**config.mk**
```make
export PLATFORM = sky130hd
export DESIGN_NAME = vsarb_top
export DESIGN_NICKNAME = d
export VERILOG_FILES = /design/src/inc/vsarb_pkg.sv /design/src/hdl/vsarb_sync.sv /design/src/hdl/vsarb_top.sv
export SDC_FILE = /design/constraint.sdc
export NUM_CORES = 1
export LEC_CHECK = 0
export BUFFER_PORTS_ARGS = -buffer_cell sky130_fd_sc_hd__buf_2
export CAP_MARGIN = 20
export CORE_ASPECT_RATIO = 0.5
export CORE_MARGIN = 1
export CORE_UTILIZATION = 55
export DETAILED_ROUTE_END_ITERATION = 12
export PLACE_DENSITY = 0.79
export SLEW_MARGIN = 30
export SYNTH_ARGS = -nofsm -noshare
export SYNTH_HDL_FRONTEND = slang
export SYNTH_SLANG_ARGS = --single-unit
export TNS_END_PERCENT = 50
```
**constraint.sdc**
```tcl
create_clock -name pclk -period 11.2 [get_ports pclk]
set_clock_uncertainty 0.15 [all_clocks]
set_input_delay 1.12 -clock pclk [delete_from_list [all_inputs] [get_ports pclk]]
set_output_delay 1.12 -clock pclk [all_outputs]
set_load 0.02 [all_outputs]
```
**src/inc/vsarb_pkg.sv**
```systemverilog
// shared constants and types for the slot arbiter and acknowledge controller
package vsarb_pkg;

  // backplane geometry
  localparam int NSLOT      = 12;                  // slots 1..12, bit i is slot i+1
  localparam int NIRQ       = 7;                   // request levels 1..7
  localparam int VEC_W      = 8;                   // status/id byte width
  localparam int SLOT_IDX_W = 4;                   // width of a slot index
  localparam int LVL_W      = 3;                   // width of a level code
  localparam int SYNC_W     = 2 * NSLOT + NIRQ + 2 + VEC_W; // bits through the pin synchroniser

  // round robin window, slots 6 to 11 as slot numbers
  localparam int RR_FIRST_SLOT = 6;
  localparam int RR_LAST_SLOT  = 11;
  localparam logic [11:0] RR_MASK = 12'h7E0;       // bits 5..10

  // register byte offsets
  localparam logic [7:0] OFS_ARB_CFG   = 8'h00;    // scheme enables
  localparam logic [7:0] OFS_CPU_SLOTS = 8'h04;    // which slots hold processors
  localparam logic [7:0] OFS_ROUTE     = 8'h08;    // per-slot level three routing
  localparam logic [7:0] OFS_IRQ_STAT  = 8'h0C;    // live request levels
  localparam logic [7:0] OFS_IACK_CTRL = 8'h10;    // processor acknowledge
  localparam logic [7:0] OFS_IACK_STAT = 8'h14;    // acknowledge result
  localparam logic [7:0] OFS_ARB_STAT  = 8'h18;    // arbiter state

  // scheme enable bit positions in the config register
  localparam int CFG_STRAIGHT = 0;
  localparam int CFG_RR_CPU   = 1;
  localparam int CFG_RR_611   = 2;
  localparam int CFG_CPU_ROR  = 3;
  localparam int CFG_W        = 4;

  // fields of the acknowledge status register
  localparam int IST_BUSY   = 0;
  localparam int IST_DONE   = 1;
  localparam int IST_VEC_LO = 8;
  localparam int IST_LVL_LO = 16;

  // fields of the live interrupt status register
  localparam int IRS_ANY    = 3;
  localparam int IRS_LINES  = 4;

  // fields of the arbiter status register
  localparam int AST_BBSY   = 4;
  localparam int AST_GRANT  = 5;
  localparam int AST_OWN    = 6;

  // reset values
  localparam logic [CFG_W-1:0] RST_ARB_CFG   = 4'h1;   // straight priority only
  localparam logic [11:0]      RST_CPU_SLOTS = 12'h000;
  localparam logic [11:0]      RST_ROUTE     = 12'h000; // all slots on level zero
  localparam logic [11:0]      GRANT_IDLE_N  = 12'hFFF; // no grant driven

  // arbiter and acknowledge sequencer states
  typedef enum logic [2:0] {ARB_IDLE, ARB_GRANT, ARB_BUSY, ARB_OWN} vsarb_arb_t;
  typedef enum logic [2:0] {IK_IDLE, IK_WAIT_BUS, IK_ADDR, IK_STROBE, IK_RELEASE} vsarb_iack_t;

endpackage : vsarb_pkg

```
**src/hdl/vsarb_sync.sv**
```systemverilog
`timescale 1ns/1ns
// two flop synchroniser for a bundle of backplane inputs
module vsarb_sync #(
  parameter int W = 1
) (
  input  wire logic         pclk,
  input  wire logic         presetn,
  input  wire logic [W-1:0] din,
  input  wire logic [W-1:0] rst_val,
  output logic      [W-1:0] dout
);

  // stage one is only ever read by stage two
  logic [W-1:0] stage1;

  // both stages reset to zero whatever rst_val holds; rst_val is never loaded
  // and stage one xors din with the idle pattern, so no port feeds the async reset
  always_ff @(posedge pclk or negedge presetn) begin
    if (!presetn) begin
      stage1 <= '0;
      dout   <= '0;
    end else begin
      stage1 <= din ^ rst_val;
      dout   <= stage1;
    end
  end

endmodule : vsarb_sync

```
**src/hdl/vsarb_top.sv**
```systemverilog
`timescale 1ns/1ns
// Notes on behaviour
// - one request in, one grant out per slot
// - bus clear never driven, never relied on
// - arbitrate level zero, or level three where routed
// - level three signals pending request to releasers
// - four schemes, several enabled together
// - reset: straight priority, lowest non-processor slot
// - scheme choice in read/write config register
// - per-slot routing of level zero or three
// - seven active-low interrupt request levels
// - same level: lowest slot wins
// - level seven highest down to level one
// - watch all request lines, tell processor
// - forward processor acknowledge toward requester
// - acknowledge: iack low, level on A03..A01
// - acknowledge ripples through slot daisy chain
module vsarb_top (
  input  wire logic                        pclk,
  input  wire logic                        presetn,
  // apb slave
  input  wire logic                        psel,
  input  wire logic                        penable,
  input  wire logic                        pwrite,
  input  wire logic [7:0]                  paddr,
  input  wire logic [31:0]                 pwdata,
  output logic      [31:0]                 prdata,
  output logic                             pready,
  output logic                             pslverr,
  // arbitration pins, active low, output enables active high
  input  wire logic [vsarb_pkg::NSLOT-1:0] slot_request_line_n,
  input  wire logic [vsarb_pkg::NSLOT-1:0] slot_request_l3_n,
  output logic      [vsarb_pkg::NSLOT-1:0] slot_grant_line_n,
  input  wire logic                        bbsy_i_n,
  output logic                             bbsy_o,
  output logic                             bbsy_oe,
  output logic                             br3_o,
  output logic                             br3_oe,
  output logic                             bus_clear_n,
  // interrupt pins
  input  wire logic [vsarb_pkg::NIRQ-1:0]  irq_n,
  output logic                             iack_o,
  output logic                             iack_oe,
  output logic                             iack_out_n,
  output logic      [2:0]                  addr_o,
  output logic                             addr_oe,
  input  wire logic                        dtack_n,
  input  wire logic [vsarb_pkg::VEC_W-1:0] data_i,
  // level towards the processor
  output logic                             irq_to_cpu
);

  // whole block state in one word
  typedef struct packed {
    vsarb_pkg::vsarb_arb_t             arb;        // arbiter state
    vsarb_pkg::vsarb_iack_t            ik;         // acknowledge sequencer
    logic [vsarb_pkg::NSLOT-1:0]       grant_n;    // slot grants
    logic [3:0]                        gidx;       // index of granted slot
    logic [vsarb_pkg::CFG_W-1:0]       cfg;        // scheme enables
    logic [vsarb_pkg::NSLOT-1:0]       cpu_slots;  // processor slot map
    logic [vsarb_pkg::NSLOT-1:0]       route;      // 1 = level three routed
    logic [3:0]                        ptr_rr;     // rotation start, window
    logic [3:0]                        ptr_cpu;    // rotation start, processors
    logic [2:0]                        lvl;        // level being acknowledged
    logic [vsarb_pkg::VEC_W-1:0]       vec;        // captured status/id
    logic                              done;       // sticky acknowledge done
    logic                              bbsy_oe;
    logic                              br3_oe;
    logic                              addr_oe;
    logic                              iack_oe;
    logic                              iack_out_n;
    logic                              irq_cpu;
    logic [31:0]                       prdata;
    logic                              pready;
    logic                              pslverr;
  } vsarb_state_t;

  vsarb_state_t st;                                // registered state
  vsarb_state_t next_st;                           // next state

  // synchronised pins, request and handshake lines stored inverted to active high
  logic [vsarb_pkg::SYNC_W-1:0] sync_in;
  logic [vsarb_pkg::SYNC_W-1:0] sync_idle;
  logic [vsarb_pkg::SYNC_W-1:0] sync_out;
  logic [vsarb_pkg::NSLOT-1:0]  req0_s;            // level zero requests
  logic [vsarb_pkg::NSLOT-1:0]  req3_s;            // level three requests
  logic [vsarb_pkg::NIRQ-1:0]   irq_s;             // live interrupt levels
  logic                         bbsy_s;            // bus busy seen
  logic                         dtack_s;           // acknowledge seen
  logic [vsarb_pkg::VEC_W-1:0]  data_s;            // status/id lines

  assign sync_in   = {~slot_request_line_n, ~slot_request_l3_n, ~irq_n, ~bbsy_i_n, ~dtack_n, data_i};
  assign sync_idle = '0;

  // every backplane pin crosses two flops before anything reads it
  vsarb_sync #(.W(vsarb_pkg::SYNC_W)) u_sync (
    .pclk    (pclk),
    .presetn (presetn),
    .din     (sync_in),
    .rst_val (sync_idle),
    .dout    (sync_out)
  );

  assign {req0_s, req3_s, irq_s, bbsy_s, dtack_s, data_s} = sync_out;

  // lowest set bit at or after st, wrapping; msb of result says found
  function automatic logic [4:0] vsarb_pick(input logic [11:0] v, input logic [3:0] start);
    logic [4:0] r;
    logic [3:0] k;
    r = '0;
    k = '0;
    for (int i = vsarb_pkg::NSLOT - 1; i >= 0; i--) begin
      k = 4'((int'(start) + i) % vsarb_pkg::NSLOT);
      if (v[k]) begin
        r = {1'b1, k};
      end
    end
    return r;
  endfunction : vsarb_pick

  // rotation start after a slot has been served
  function automatic logic [3:0] vsarb_after(input logic [3:0] idx);
    return (idx == 4'(vsarb_pkg::NSLOT - 1)) ? 4'h0 : 4'(idx + 4'h1);
  endfunction : vsarb_after

  // highest live level, zero when none
  function automatic logic [2:0] vsarb_top_level(input logic [6:0] lines);
    logic [2:0] l;
    l = '0;
    for (int i = 0; i < vsarb_pkg::NIRQ; i++) begin
      if (lines[i]) begin
        l = 3'(i + 1);                             // later, higher level overrides
      end
    end
    return l;
  endfunction : vsarb_top_level

  // arbitration terms
  logic [vsarb_pkg::NSLOT-1:0] req;                // routed requests
  logic [vsarb_pkg::NSLOT-1:0] rr_win;             // window slots in use
  logic [4:0]                  pick_fix;           // fixed group winner
  logic [4:0]                  pick_rr;            // window group winner
  logic [4:0]                  pick_cpu;           // processor group winner
  logic                        any_req;
  logic [3:0]                  win;                // overall winner
  logic [2:0]                  live_lvl;           // best pending level

  // each slot brings either its level zero or level three line, same rank
  assign req    = (st.route & req3_s) | (~st.route & req0_s);
  assign rr_win = st.cfg[vsarb_pkg::CFG_RR_611] ? vsarb_pkg::RR_MASK : '0;

  // non-processor slots first in slot order, then the window, then processors
  always_comb begin
    pick_fix = vsarb_pick(req & ~st.cpu_slots & ~rr_win, 4'h0);
    pick_rr  = vsarb_pick(req & ~st.cpu_slots & rr_win, st.ptr_rr);
    pick_cpu = vsarb_pick(req & st.cpu_slots,
                          st.cfg[vsarb_pkg::CFG_RR_CPU] ? st.ptr_cpu : 4'h0);
    any_req  = pick_fix[4] | pick_rr[4] | pick_cpu[4];
    if (pick_fix[4]) begin
      win = pick_fix[3:0];
    end else if (pick_rr[4]) begin
      win = pick_rr[3:0];
    end else begin
      win = pick_cpu[3:0];
    end
  end

  assign live_lvl = vsarb_top_level(irq_s);

  // apb decode
  logic        apb_go;                             // access phase, answer due
  logic        apb_hit;                            // offset is mapped
  logic [31:0] rd_word;                            // read mux
  logic        ack_write;                          // processor acknowledge
  logic        done_clear;                         // software clears done

  assign apb_go     = psel & penable & ~st.pready;
  assign ack_write  = apb_go & pwrite & (paddr == vsarb_pkg::OFS_IACK_CTRL) & pwdata[0];
  assign done_clear = apb_go & pwrite & (paddr == vsarb_pkg::OFS_IACK_STAT) & pwdata[vsarb_pkg::IST_DONE];

  // read data and address check
  always_comb begin
    rd_word = '0;
    apb_hit = 1'b1;
    unique case (paddr)
      vsarb_pkg::OFS_ARB_CFG:   rd_word[vsarb_pkg::CFG_W-1:0] = st.cfg;
      vsarb_pkg::OFS_CPU_SLOTS: rd_word[11:0] = st.cpu_slots;
      vsarb_pkg::OFS_ROUTE:     rd_word[11:0] = st.route;
      vsarb_pkg::OFS_IRQ_STAT: begin
        rd_word[2:0] = live_lvl;
        rd_word[vsarb_pkg::IRS_ANY] = |irq_s;
        rd_word[vsarb_pkg::IRS_LINES +: vsarb_pkg::NIRQ] = irq_s;
      end
      vsarb_pkg::OFS_IACK_CTRL: rd_word = '0;
      vsarb_pkg::OFS_IACK_STAT: begin
        rd_word[vsarb_pkg::IST_BUSY] = (st.ik != vsarb_pkg::IK_IDLE);
        rd_word[vsarb_pkg::IST_DONE] = st.done;
        rd_word[vsarb_pkg::IST_VEC_LO +: vsarb_pkg::VEC_W] = st.vec;
        rd_word[vsarb_pkg::IST_LVL_LO +: 3] = st.lvl;
      end
      vsarb_pkg::OFS_ARB_STAT: begin
        rd_word[3:0] = st.gidx;
        rd_word[vsarb_pkg::AST_BBSY] = bbsy_s;
        rd_word[vsarb_pkg::AST_GRANT] = (st.arb == vsarb_pkg::ARB_GRANT);
        rd_word[vsarb_pkg::AST_OWN] = (st.arb == vsarb_pkg::ARB_OWN);
      end
      default:                  apb_hit = 1'b0;    // unmapped, error answer
    endcase
  end

  // next state of the whole block
  always_comb begin
    next_st = st;

    // apb: one wait state, answer registered
    next_st.pready  = apb_go;
    next_st.pslverr = apb_go & ~apb_hit;
    if (apb_go) begin
      next_st.prdata = (pwrite || !apb_hit) ? 32'h0000_0000 : rd_word;
    end
    if (apb_go && pwrite && apb_hit) begin
      unique case (paddr)
        vsarb_pkg::OFS_ARB_CFG:   next_st.cfg = pwdata[vsarb_pkg::CFG_W-1:0];
        vsarb_pkg::OFS_CPU_SLOTS: next_st.cpu_slots = pwdata[11:0];
        vsarb_pkg::OFS_ROUTE:     next_st.route = pwdata[11:0];
        default:                  next_st.cfg = st.cfg;
      endcase
    end

    // processor notified while any level is live and no cycle runs
    next_st.irq_cpu = (|irq_s) & (st.ik == vsarb_pkg::IK_IDLE);

    // done is sticky; a fresh completion beats a clear in the same cycle
    if (done_clear) begin
      next_st.done = 1'b0;
    end

    // release-on-request hint: someone waits while the bus is held
    next_st.br3_oe = st.cfg[vsarb_pkg::CFG_CPU_ROR] & any_req & bbsy_s;

    // arbiter: a single grant, new one only once bus busy is released
    unique case (st.arb)
      vsarb_pkg::ARB_IDLE: begin
        if (!bbsy_s && st.ik == vsarb_pkg::IK_WAIT_BUS) begin
          next_st.arb     = vsarb_pkg::ARB_OWN;
          next_st.bbsy_oe = 1'b1;
        end else if (!bbsy_s && any_req) begin
          next_st.arb          = vsarb_pkg::ARB_GRANT;
          next_st.gidx         = win;
          next_st.grant_n      = vsarb_pkg::GRANT_IDLE_N;
          next_st.grant_n[win] = 1'b0;
          if (rr_win[win] && !st.cpu_slots[win]) begin
            next_st.ptr_rr = vsarb_after(win);
          end
          if (st.cpu_slots[win]) begin
            next_st.ptr_cpu = vsarb_after(win);
          end
        end
      end
      vsarb_pkg::ARB_GRANT: begin
        // the new master takes the bus and holds it busy
        if (bbsy_s) begin
          next_st.arb     = vsarb_pkg::ARB_BUSY;
          next_st.grant_n = vsarb_pkg::GRANT_IDLE_N;
        end else if (!req[st.gidx]) begin
          // request withdrawn before taking the bus
          next_st.arb     = vsarb_pkg::ARB_IDLE;
          next_st.grant_n = vsarb_pkg::GRANT_IDLE_N;
        end
      end
      vsarb_pkg::ARB_BUSY: begin
        // no bus clear exists; just wait for the master to let go
        if (!bbsy_s) begin
          next_st.arb = vsarb_pkg::ARB_IDLE;
        end
      end
      vsarb_pkg::ARB_OWN: begin
        if (st.ik == vsarb_pkg::IK_IDLE) begin
          next_st.arb = vsarb_pkg::ARB_BUSY;
        end
      end
      default: next_st.arb = vsarb_pkg::ARB_IDLE;
    endcase

    // acknowledge sequencer
    unique case (st.ik)
      vsarb_pkg::IK_IDLE: begin
        // a write while a cycle runs is ignored
        if (ack_write && live_lvl != 3'h0) begin
          next_st.ik  = vsarb_pkg::IK_WAIT_BUS;
          next_st.lvl = live_lvl;
        end
      end
      vsarb_pkg::IK_WAIT_BUS: begin
        if (st.arb == vsarb_pkg::ARB_OWN) begin
          next_st.ik      = vsarb_pkg::IK_ADDR;
          next_st.addr_oe = 1'b1;
        end
      end
      vsarb_pkg::IK_ADDR: begin
        // level settled a cycle before iack falls
        next_st.ik         = vsarb_pkg::IK_STROBE;
        next_st.iack_oe    = 1'b1;
        next_st.iack_out_n = 1'b0;
      end
      vsarb_pkg::IK_STROBE: begin
        if (dtack_s) begin
          next_st.vec        = data_s;
          next_st.ik         = vsarb_pkg::IK_RELEASE;
          next_st.iack_oe    = 1'b0;
          next_st.iack_out_n = 1'b1;
          next_st.addr_oe    = 1'b0;
        end
      end
      vsarb_pkg::IK_RELEASE: begin
        if (!dtack_s) begin
          next_st.ik      = vsarb_pkg::IK_IDLE;
          next_st.bbsy_oe = 1'b0;
          next_st.done    = 1'b1;                  // set wins over clear
        end
      end
      default: next_st.ik = vsarb_pkg::IK_IDLE;
    endcase
  end

  // state register
  always_ff @(posedge pclk or negedge presetn) begin
    if (!presetn) begin
      st            <= '0;
      st.arb        <= vsarb_pkg::ARB_IDLE;
      st.ik         <= vsarb_pkg::IK_IDLE;
      st.grant_n    <= vsarb_pkg::GRANT_IDLE_N;
      st.cfg        <= vsarb_pkg::RST_ARB_CFG;
      st.cpu_slots  <= vsarb_pkg::RST_CPU_SLOTS;
      st.route      <= vsarb_pkg::RST_ROUTE;
      st.iack_out_n <= 1'b1;
    end else begin
      st <= next_st;
    end
  end

  // ports straight from the state word; open drain levels are fixed low
  assign prdata            = st.prdata;
  assign pready            = st.pready;
  assign pslverr           = st.pslverr;
  assign slot_grant_line_n = st.grant_n;
  assign bbsy_oe           = st.bbsy_oe;
  assign bbsy_o            = 1'b0;
  assign br3_oe            = st.br3_oe;
  assign br3_o             = 1'b0;
  assign bus_clear_n       = 1'b1;
  assign iack_oe           = st.iack_oe;
  assign iack_o            = 1'b0;
  assign iack_out_n        = st.iack_out_n;
  assign addr_o            = st.lvl;
  assign addr_oe           = st.addr_oe;
  assign irq_to_cpu        = st.irq_cpu;

  // checks
  a_grant_onehot: assert property (@(posedge pclk) disable iff (!presetn)
    $onehot0(~st.grant_n)) else $error("more than one slot granted");

  a_grant_idle_bus: assert property (@(posedge pclk) disable iff (!presetn)
    $fell(st.grant_n[st.gidx]) |-> $past(!bbsy_s)) else $error("grant issued while bus busy");

  a_no_bus_clear: assert property (@(posedge pclk) disable iff (!presetn)
    bus_clear_n && !(st.grant_n != vsarb_pkg::GRANT_IDLE_N && st.arb == vsarb_pkg::ARB_OWN))
    else $error("bus clear driven or grant while self owned");

  a_grant_routed: assert property (@(posedge pclk) disable iff (!presetn)
    (st.arb == vsarb_pkg::ARB_IDLE && !bbsy_s && any_req && st.ik != vsarb_pkg::IK_WAIT_BUS)
    |=> !st.grant_n[st.gidx] && $past(req[win])) else $error("grant not given to routed request");

  a_fixed_lowest: assert property (@(posedge pclk) disable iff (!presetn)
    $fell(st.grant_n[st.gidx]) && $past(pick_fix[4]) |-> ($past(req & ~st.cpu_slots & ~rr_win)
    & ((12'h001 << st.gidx) - 12'h001)) == 12'h000) else $error("lower slot skipped");

  a_ror_hint: assert property (@(posedge pclk) disable iff (!presetn)
    br3_oe |-> $past(st.cfg[vsarb_pkg::CFG_CPU_ROR] && any_req && bbsy_s))
    else $error("level three hint without waiting request");

  a_addr_before_iack: assert property (@(posedge pclk) disable iff (!presetn)
    $rose(iack_oe) |-> addr_oe && $past(addr_oe) && addr_o == $past(addr_o) && bbsy_oe)
    else $error("iack fell without level settled");

  a_level_highest: assert property (@(posedge pclk) disable iff (!presetn)
    (st.ik == vsarb_pkg::IK_IDLE && ack_write && live_lvl != 3'h0) |=>
    st.lvl == $past(live_lvl) && ($past(irq_s) >> st.lvl) == 7'h00)
    else $error("acknowledged level not the highest");

  a_chain_with_iack: assert property (@(posedge pclk) disable iff (!presetn)
    iack_out_n == !iack_oe) else $error("daisy chain start not tied to iack");

  a_vector_taken: assert property (@(posedge pclk) disable iff (!presetn)
    (st.ik == vsarb_pkg::IK_STROBE && dtack_s) |=> (st.vec == $past(data_s) && !iack_oe) ##1 !iack_oe)
    else $error("status/id byte not captured");

  a_cpu_notify: assert property (@(posedge pclk) disable iff (!presetn)
    (|irq_s && st.ik == vsarb_pkg::IK_IDLE) |=> irq_to_cpu) else $error("live request not signalled");

endmodule : vsarb_top

```
==> results of run 1 <==
layer usage:
layer / part of all wire [%] / track usage, % / wire length [microns]
met5: 0 / 0 / 0
met4: 1.2 / 7.36 / 421
met3: 7.5 / 4.22 / 2730
met2: 47 / 49.6 / 17100
met1: 45 / 43.7 / 16300
critical path, cell delays in order (launching register included):
cell and delay (ns):
dfrtp_1 0.32, buf_4 0.40, nand2_4 0.23, inv_2 0.30, ha_1 0.59, a21bo_2 0.32
o21ai_1 0.25, nor2_1 0.15, ha_1 0.31, nand2b_1 0.17, a311o_1 0.36, a311oi_1 0.67
or4_1 0.21, a21oi_1 0.07, o211ai_1 0.22, a211oi_1 0.13, or3_1 0.41, and3_1 0.36
nor2_2 0.32, nand3_1 0.20, a31oi_4 0.26, mux2_1 0.36
kinds of logic after synthesis:
family / synth area share (%)
AOI/OAI and AO/OA: 21.3
xor gates and xnor gates: 1.39
adders and majority gates: 5.86
buffers and inverters: 7.87
DFF: 34.3
muxes: 10.6
other: 0.0576
and+or+nand+nor: 18.6
per-stage QoR:
stage          utilization (%)  hold WS (ns)  instance area, sq um  setup slack (ns)
2_1_floorplan                -         0.181                 13100              5.63
3_3_place_gp              58.2         0.183                 13400              4.53
3_5_place_dp              58.2         0.185                 13400              4.45
4_1_cts                   60.9         0.200                 14000              4.41
5_1_grt                   61.0         0.203                 14100              3.92
6_report                  61.0         0.197                 14100              4.28
area by class of cell:
| cell class | instances | area (sq um) | area share [%] |
|---|---|---|---|
| repair buffers | 116 | 632 | 4.50 |
| multi-input cells | 1028 | 7590 | 54.0 |
| clock inverters | 12 | 170 | 1.21 |
| clock buffers | 19 | 443 | 3.15 |
| flip-flops and latches | 178 | 4470 | 31.8 |
| well taps | 307 | 384 | 2.73 |
| inverters | 95 | 362 | 2.57 |
synthesized netlist by cell type, drive strengths merged (8+ instances only):
master,instances,area share [%]
nor3b,11,0.63
a21o,16,0.93
nor2,115,3.4
nand2,91,2.7
a32oi,20,1.4
nand2b,24,1.3
mux2i,41,3.5
buf,79,4.3
mux2,76,6.6
a21boi,9,0.52
or3,14,0.67
o211ai,16,0.92
ha,61,5.9
nor2b,16,0.77
and3,23,1.1
a21oi,63,2.5
nor4,15,0.72
a22o,12,0.82
dfrtp,164,31
dfstp,14,2.8
o21ai,58,2.2
nand3b,9,0.52
inv,95,2.8
a22oi,15,0.90
nor3,43,1.7
clkbuf,28,0.81
o31ai,17,0.98
xnor2,15,1.3
nand4,9,0.55
and2,14,0.67
a211oi,15,1.2
a31oi,8,0.55
nand3,30,1.2
layout by cell type, fill, tap and decap left out, drive strengths merged, types with 30 or more instances in the layout:
cell   instances
a21oi         63
buf          115
dfrtp        164
ha            61
inv          100
mux2          76
mux2i         41
nand2         91
nand3         30
nor2         115
nor3          43
o21ai         58
power groups by stage:
stage               Sequential (mW)  Clock (mW)  Combinational (mW)
floorplan                     0.753           0               0.171
global placement              0.763           0               0.232
detailed placement            0.766           0               0.239
CTS                           0.756       0.628               0.241
global route                  0.763       0.652               0.269
finish                        0.758       0.619               0.247
final timing paths:
path | start | to | cells past startpoint
worst max-delay path | st[85]$_DFFE_PN0P_ | st[55]$_DFFE_PN0P_ | 21
worst min-delay path | u_sync.stage1[8]$_DFF_PN0_ | u_sync.dout[8]$_DFF_PN0_ | 0
worst max register to register | st[85]$_DFFE_PN0P_ | st[55]$_DFFE_PN0P_ | 21
worst min register to register | u_sync.stage1[8]$_DFF_PN0_ | u_sync.dout[8]$_DFF_PN0_ | 0
max in group asynchronous | presetn | st[56]$_DFFE_PN0P_ | 2
min in group asynchronous | presetn | u_sync.stage1[0]$_DFF_PN0_ | 1
sequential cells by signal, summed over array words and instances, names as in the netlist, 3 cells and up:
name,cells
u_sync.stage1,41
prdata,19
slot_grant_line_n,12
addr_o,3
u_sync.dout,41
st,54
==> key figures, run 1 <==
Floorplan
  • I/O pin count: between 100 and 150
  • Core footprint: about 0.023 sq mm
  • Die X: ~220 microns
  • Total die area: 0.0243 sq mm
  • Initial core utilization: roughly 57%
  • Die span in y: approximately 110 microns
  • Row cnt: 39

Setup path
  • Required @ worst endpoint: 11.35 ns
  • Crit path DAT: 7.07 ns
  • R2R Setup Slk: 4.28 ns
  • Crit path kind: reg2reg
  • Worst Path Max Fanout: 40
  • Startpoint Class: register
  • CP Capture Type: register

Placed design
  • GP Congestion: around 0.95
  • Placed cells: around 1700
  • Dpl hpwl: between 20000 and 30000 microns
  • # port buffers: 107

Timing
  • Setup TNS: 0 ns
  • Final slew viol count: 0
  • Final worst path period share: 61.8%
  • Least-Margin Pin Slew: about 1.0 ns
  • Slew Limit Headroom: roughly a third
  • RSZ-0062 raised after global routing: no
  • Fin crit period: between 6 and 7 ns
  • Final setup violation count: 0
  • Fmax: 0.145 GHz
  • Final Hold Vio Count: 0

CTS
  • Max Root-Sink Buffers: 2
  • Clk slew on worst S/H paths: ~0.070 ns
  • Postcts setup bufs: 0
  • CTS tree: yes
  • # hold bufs at CTS: 0
  • H-Tree Depth: 4
  • Post_cts resized: 0
  • Clock root buffer: clkbuf_16
  • Num CTS Buffers: 17
  • Worst-skew pair later-pin latency: roughly 0.43 ns
  • Clock Sinks: 178

Pwr
  • Int Power: 1.16 mW
  • Sw Share: 28.7%
  • Flop pwr share: a little under half
  • Max VDD drop: 0.117 mV
  • Power share of the clock group: between 30% and 40%
  • PnR Total Power: between 1.5 and 2 mW
  • PwrDens: ~120 mW/mm^2
  • Comb pwr share: 15.2%
  • Leak: between 6 and 7 nW
  • Sw power: 467 uW

Job
  • Maxcap violations: 0

Drt
  • WL final: between 30000 and 40000 microns
  • Vias: approximately 11000
  • Starting DRC count in detailed routing: ~1200
  • Vias/cell: 6.43
  • TritonRoute pass-1 iters: 9
  • Drt wl/cell: ~21 microns
  • DRC Markers: 3
  • Post-route ant nets: 0

Global route
  • First-pass GRT wire length: approximately 59000 microns
  • Gr ovfl total: 0
  • Largest net degree at the start of global routing: 116
  • Total GRT Usage: 30.8%
  • Antenna violations before repair: 0
  • Via count of the first global-routing pass: about 11000

Logic synthesis
  • Yosys cell types: 123
  • Syn. warnings: 0
  • Mapped Area: around 0.013 sq mm
  • Post-Synthesis Cells: 1393
  • Flip-flop and latch count after synthesis: 178
  • Async SR Flop Fraction: 100%
  • Sequential area share after synthesis: between 30% and 40%
  • Main synth FF type: dfrtp_1
  • Syn avg cell area: approximately 9.4 sq um
  • Number of synthesized flops with an enable pin: 0

Finish
  • Layout fillers: roughly 1900
  • Antenna diodes: 0
  • Non-filler instance count after layout: 1755
  • Fraction of layout cells with a size suffix above 1: between 20% and 30%
  • Synth-to-Final Area Change: 7.86%
  • Layout net count: approximately 1600

Worst hold path
  • Worst min path class: reg2reg

Outcome
  • Failing checks: design-rule violations
  • Outcome: finished, violations left
Note: power is estimated with default switching activity, not from simulation.
==> inputs of run 2 (changes only) <==
Settings changed: ABC_AREA from default to 1, CORE_UTILIZATION 55 to 54, PLACE_DENSITY 0.79 to 0.81.
Clock period 11.2 ns to 6.3 ns, I/O delays scaled along.
==> run 2 against run 1 <==
The run now ends clean. Clock-buffer cell count fell by 1. Die area is 5.5% lower. Synthesized cell count rose by 21%. Largest cell class unchanged. Flip-flop and latch count is the same. Via count decreased by 3.3%. Cell area is 6.6% lower. Core utilization fell by 0.87 points. Register-to-register slack worse by 3.5 ns. Highest routed layer unchanged. Hold slack lost 0.073 ns.
==> key figures, run 2 <==
Setup path
  • Slowest cell on the critical path: dfrtp_1
  • Worst r2r src: st[85]$_DFFE_PN0P_
  • R2R Setup Slk: around 0.75 ns
  • Startpoint Class: register
  • Crit path DAT: between 5 and 6 ns
  • Required @ worst endpoint: about 6.5 ns
  • Most frequent CP cell: nand2_1
  • Critical Path Sink: st[58]$_DFFE_PN0P_
  • R2R depth: 42
  • Critical path launch point: st[85]$_DFFE_PN0P_
  • Slowest stage delay, CP: ~0.63 ns
  • Worst Path Max Fanout: 16
  • Crit path kind: reg2reg
  • Worst reg2reg path endpoint: st[58]$_DFFE_PN0P_
  • CP Capture Type: register

CTS
  • CTS tree: yes
  • H-Tree Depth: 4
  • Postcts setup bufs: 0
  • # hold bufs at CTS: 0
  • Num CTS Buffers: 17
  • Clk slew on worst S/H paths: around 0.070 ns
  • Post_cts resized: 0
  • Clock root buffer: clkbuf_16
  • Worst-skew pair later-pin latency: 0.44 ns
  • Max Root-Sink Buffers: 2
  • Clock Sinks: 178

Logic synthesis
  • Mapped Area: ~0.012 sq mm
  • Async SR Flop Fraction: 100%
  • Synth Area in Adders: 6.32%
  • Synth area leader: dfrtp_1
  • Main synth FF type: dfrtp_1
  • Compound-gate portion of the synthesized area: between 10% and 20%
  • Synth top area share: between 30% and 40%
  • Largest family of logic cells by synthesized area: simple AND/OR/NAND/NOR gates
  • Mux share of post-synthesis cell area: 0%
  • Sequential area share after synthesis: approximately 37%
  • Post-Synthesis Cells: between 1500 and 2000
  • Synth cell count leaders: nand2_1 (506), inv_1 (241), dfrtp_1 (164), nand3_1 (141), nor2_1 (106)
  • Synth top area cells: dfrtp_1 (34%), nand2_1 (16%), inv_1 (7.5%)
  • Syn. warnings: 0
  • Yosys cell types: 63
  • Number of synthesized flops with an enable pin: 0
  • Most frequent cell after synthesis: nand2_1
  • Simple-gate share of the synthesized area: around 30%
  • Post-Synth XOR/XNOR Area: under 10%
  • Flip-flop and latch count after synthesis: 178
  • Syn avg cell area: 7.14 sq um

Timing
  • Setup TNS: 0 ns
  • Slew Limit Headroom: around 36%
  • RSZ-0062 raised after global routing: no
  • Final setup violation count: 0
  • Fin crit period: between 5 and 6 ns
  • Final worst path period share: between 80% and 90%
  • Final slew viol count: 0
  • Fmax: 0.180 GHz
  • Least-Margin Pin Slew: 0.946 ns
  • Final Hold Vio Count: 0

Floorplan
  • Core footprint: around 0.022 sq mm
  • I/O pin count: approximately 150
  • Row cnt: 38
  • Total die area: around 0.023 sq mm
  • Initial core utilization: 55.4%
  • Die X: about 210 microns
  • Die span in y: ~110 microns

Finish
  • Synth-to-Final Area Change: 8.65%
  • Antenna diodes: 0
  • Most frequent cells in the layout: nand2_1 (506), inv_1 (241), dfrtp_1 (164), nand3_1 (141)
  • Largest register FFs: between 50 and 60
  • Fraction of layout cells with a size suffix above 1: approximately an eighth
  • Utilization after layout: between 60% and 70%
  • Layout fillers: 2010
  • Top reg by flops: st
  • Commonest non-fill, non-tap cell in the layout: nand2_1
  • Layout net count: approximately 1900
  • Top flop regs: st (54), u_sync.dout (41), u_sync.stage1 (41)

Drt
  • Vias/cell: 5.27
  • DRC Markers: 0
  • WL final: a little under 30000 microns
  • Top layer reached by signal wires: met4
  • WL met1: ~14000 microns
  • TritonRoute pass-1 iters: 6
  • Starting DRC count in detailed routing: roughly 1000
  • Post-route ant nets: 0
  • Vias: 10900
  • Wire length on met3: approximately 2400 microns
  • DR WL met2: about 13000 microns
  • Drt wl/cell: ~14 microns

Pwr
  • Leak: slightly above 7 nW
  • PwrDens: ~220 mW/mm^2
  • Max VDD drop: roughly 0.29 mV

Job
  • Maxcap violations: 0

Global route
  • Total GRT Usage: 26.9%
  • Gr ovfl total: 0
  • Antenna violations before repair: 0
  • Via count of the first global-routing pass: slightly below 10000
  • First-pass GRT wire length: just under 50000 microns
  • Largest net degree at the start of global routing: between 100 and 150

Worst hold path
  • Worst min path class: in2async

Placed design
  • Dpl hpwl: ~23000 microns
  • GP Congestion: around 0.97
  • # port buffers: roughly 110

Outcome
  • Outcome: finished, final reports clean
-- run 2: cell families (layout without fill, tap and decap cells) --
family | after synthesis | in the layout
AO/OA/AOI/OAI | 256 | 256
other | 2 | 17
flip-flops | 178 | 178
AND/OR/NAND/NOR | 836 | 836
buffers and inverters | 343 | 406
adder cells (fa/ha/maj) | 61 | 61
XOR/XNOR | 16 | 16
-- run 2: worst min path at each step --
stage                               startpoint                    endpoint  slack (ns)
floorplan                              presetn       addr_o[0]$_DFFE_PN0P_        0.18
global placement    u_sync.stage1[5]$_DFF_PN0_    u_sync.dout[5]$_DFF_PN0_        0.18
detailed placement  u_sync.stage1[0]$_DFF_PN0_    u_sync.dout[0]$_DFF_PN0_        0.18
CTS                                  data_i[0]  u_sync.stage1[0]$_DFF_PN0_        0.14
global route                         data_i[6]  u_sync.stage1[6]$_DFF_PN0_        0.12
finish                                 presetn          st[57]$_DFFE_PN0P_        0.12
-- run 2: layout make-up --
class	count	area, sq um	share of cell area, %
Sequential cell	178	4470	34.1
Clock buffer	18	429	3.27
Inverter	264	993	7.57
Multi-Input combinational cell	1186	6130	46.7
Timing Repair Buffer	110	567	4.32
Tap cell	300	375	2.86
Clock inverter	14	164	1.25
-- run 2: stage by stage --
step / setup slack, ns / power [mW] / instances / area [sq um] / hold WS [ns]
6_report: 0.748 / 2.84 / 2070 / 13100 / 0.123
5_1_grt: 0.125 / 2.97 / 2070 / 13100 / 0.125
4_1_cts: 0.872 / 2.84 / 2070 / 13100 / 0.137
3_5_place_dp: 0.907 / 1.80 / 2038 / 12500 / 0.185
3_3_place_gp: 0.962 / 1.79 / 2038 / 12500 / 0.183
2_1_floorplan: 2.06 / 1.66 / 1707 / 12100 / 0.181
-- run 2: worst max-delay path: cells and delay by family (launching register included) --
| kind | cells | cell delay [ns] |
|---|---|---|
| buffers and inverters | 3 | 0.49 |
| DFF | 1 | 0.63 |
| adders and majority gates | 2 | 0.51 |
| AOI/OAI and AO/OA | 2 | 0.45 |
| and+or+nand+nor | 35 | 3.22 |
-- run 2: metal layers --
layer / up-vias / global-route usage, %
met5: - / 0
met4: 0 / 7.35
met3: 40 / 5.02
met2: 405 / 42.0
met1: 5000 / 38.1
li1: 5473 / -
-- run 2: power by group --
part / internal (mW) / switching [mW]
Sequential: 1.26 / 0.0751
Clock: 0.534 / 0.504
Combinational: 0.138 / 0.324
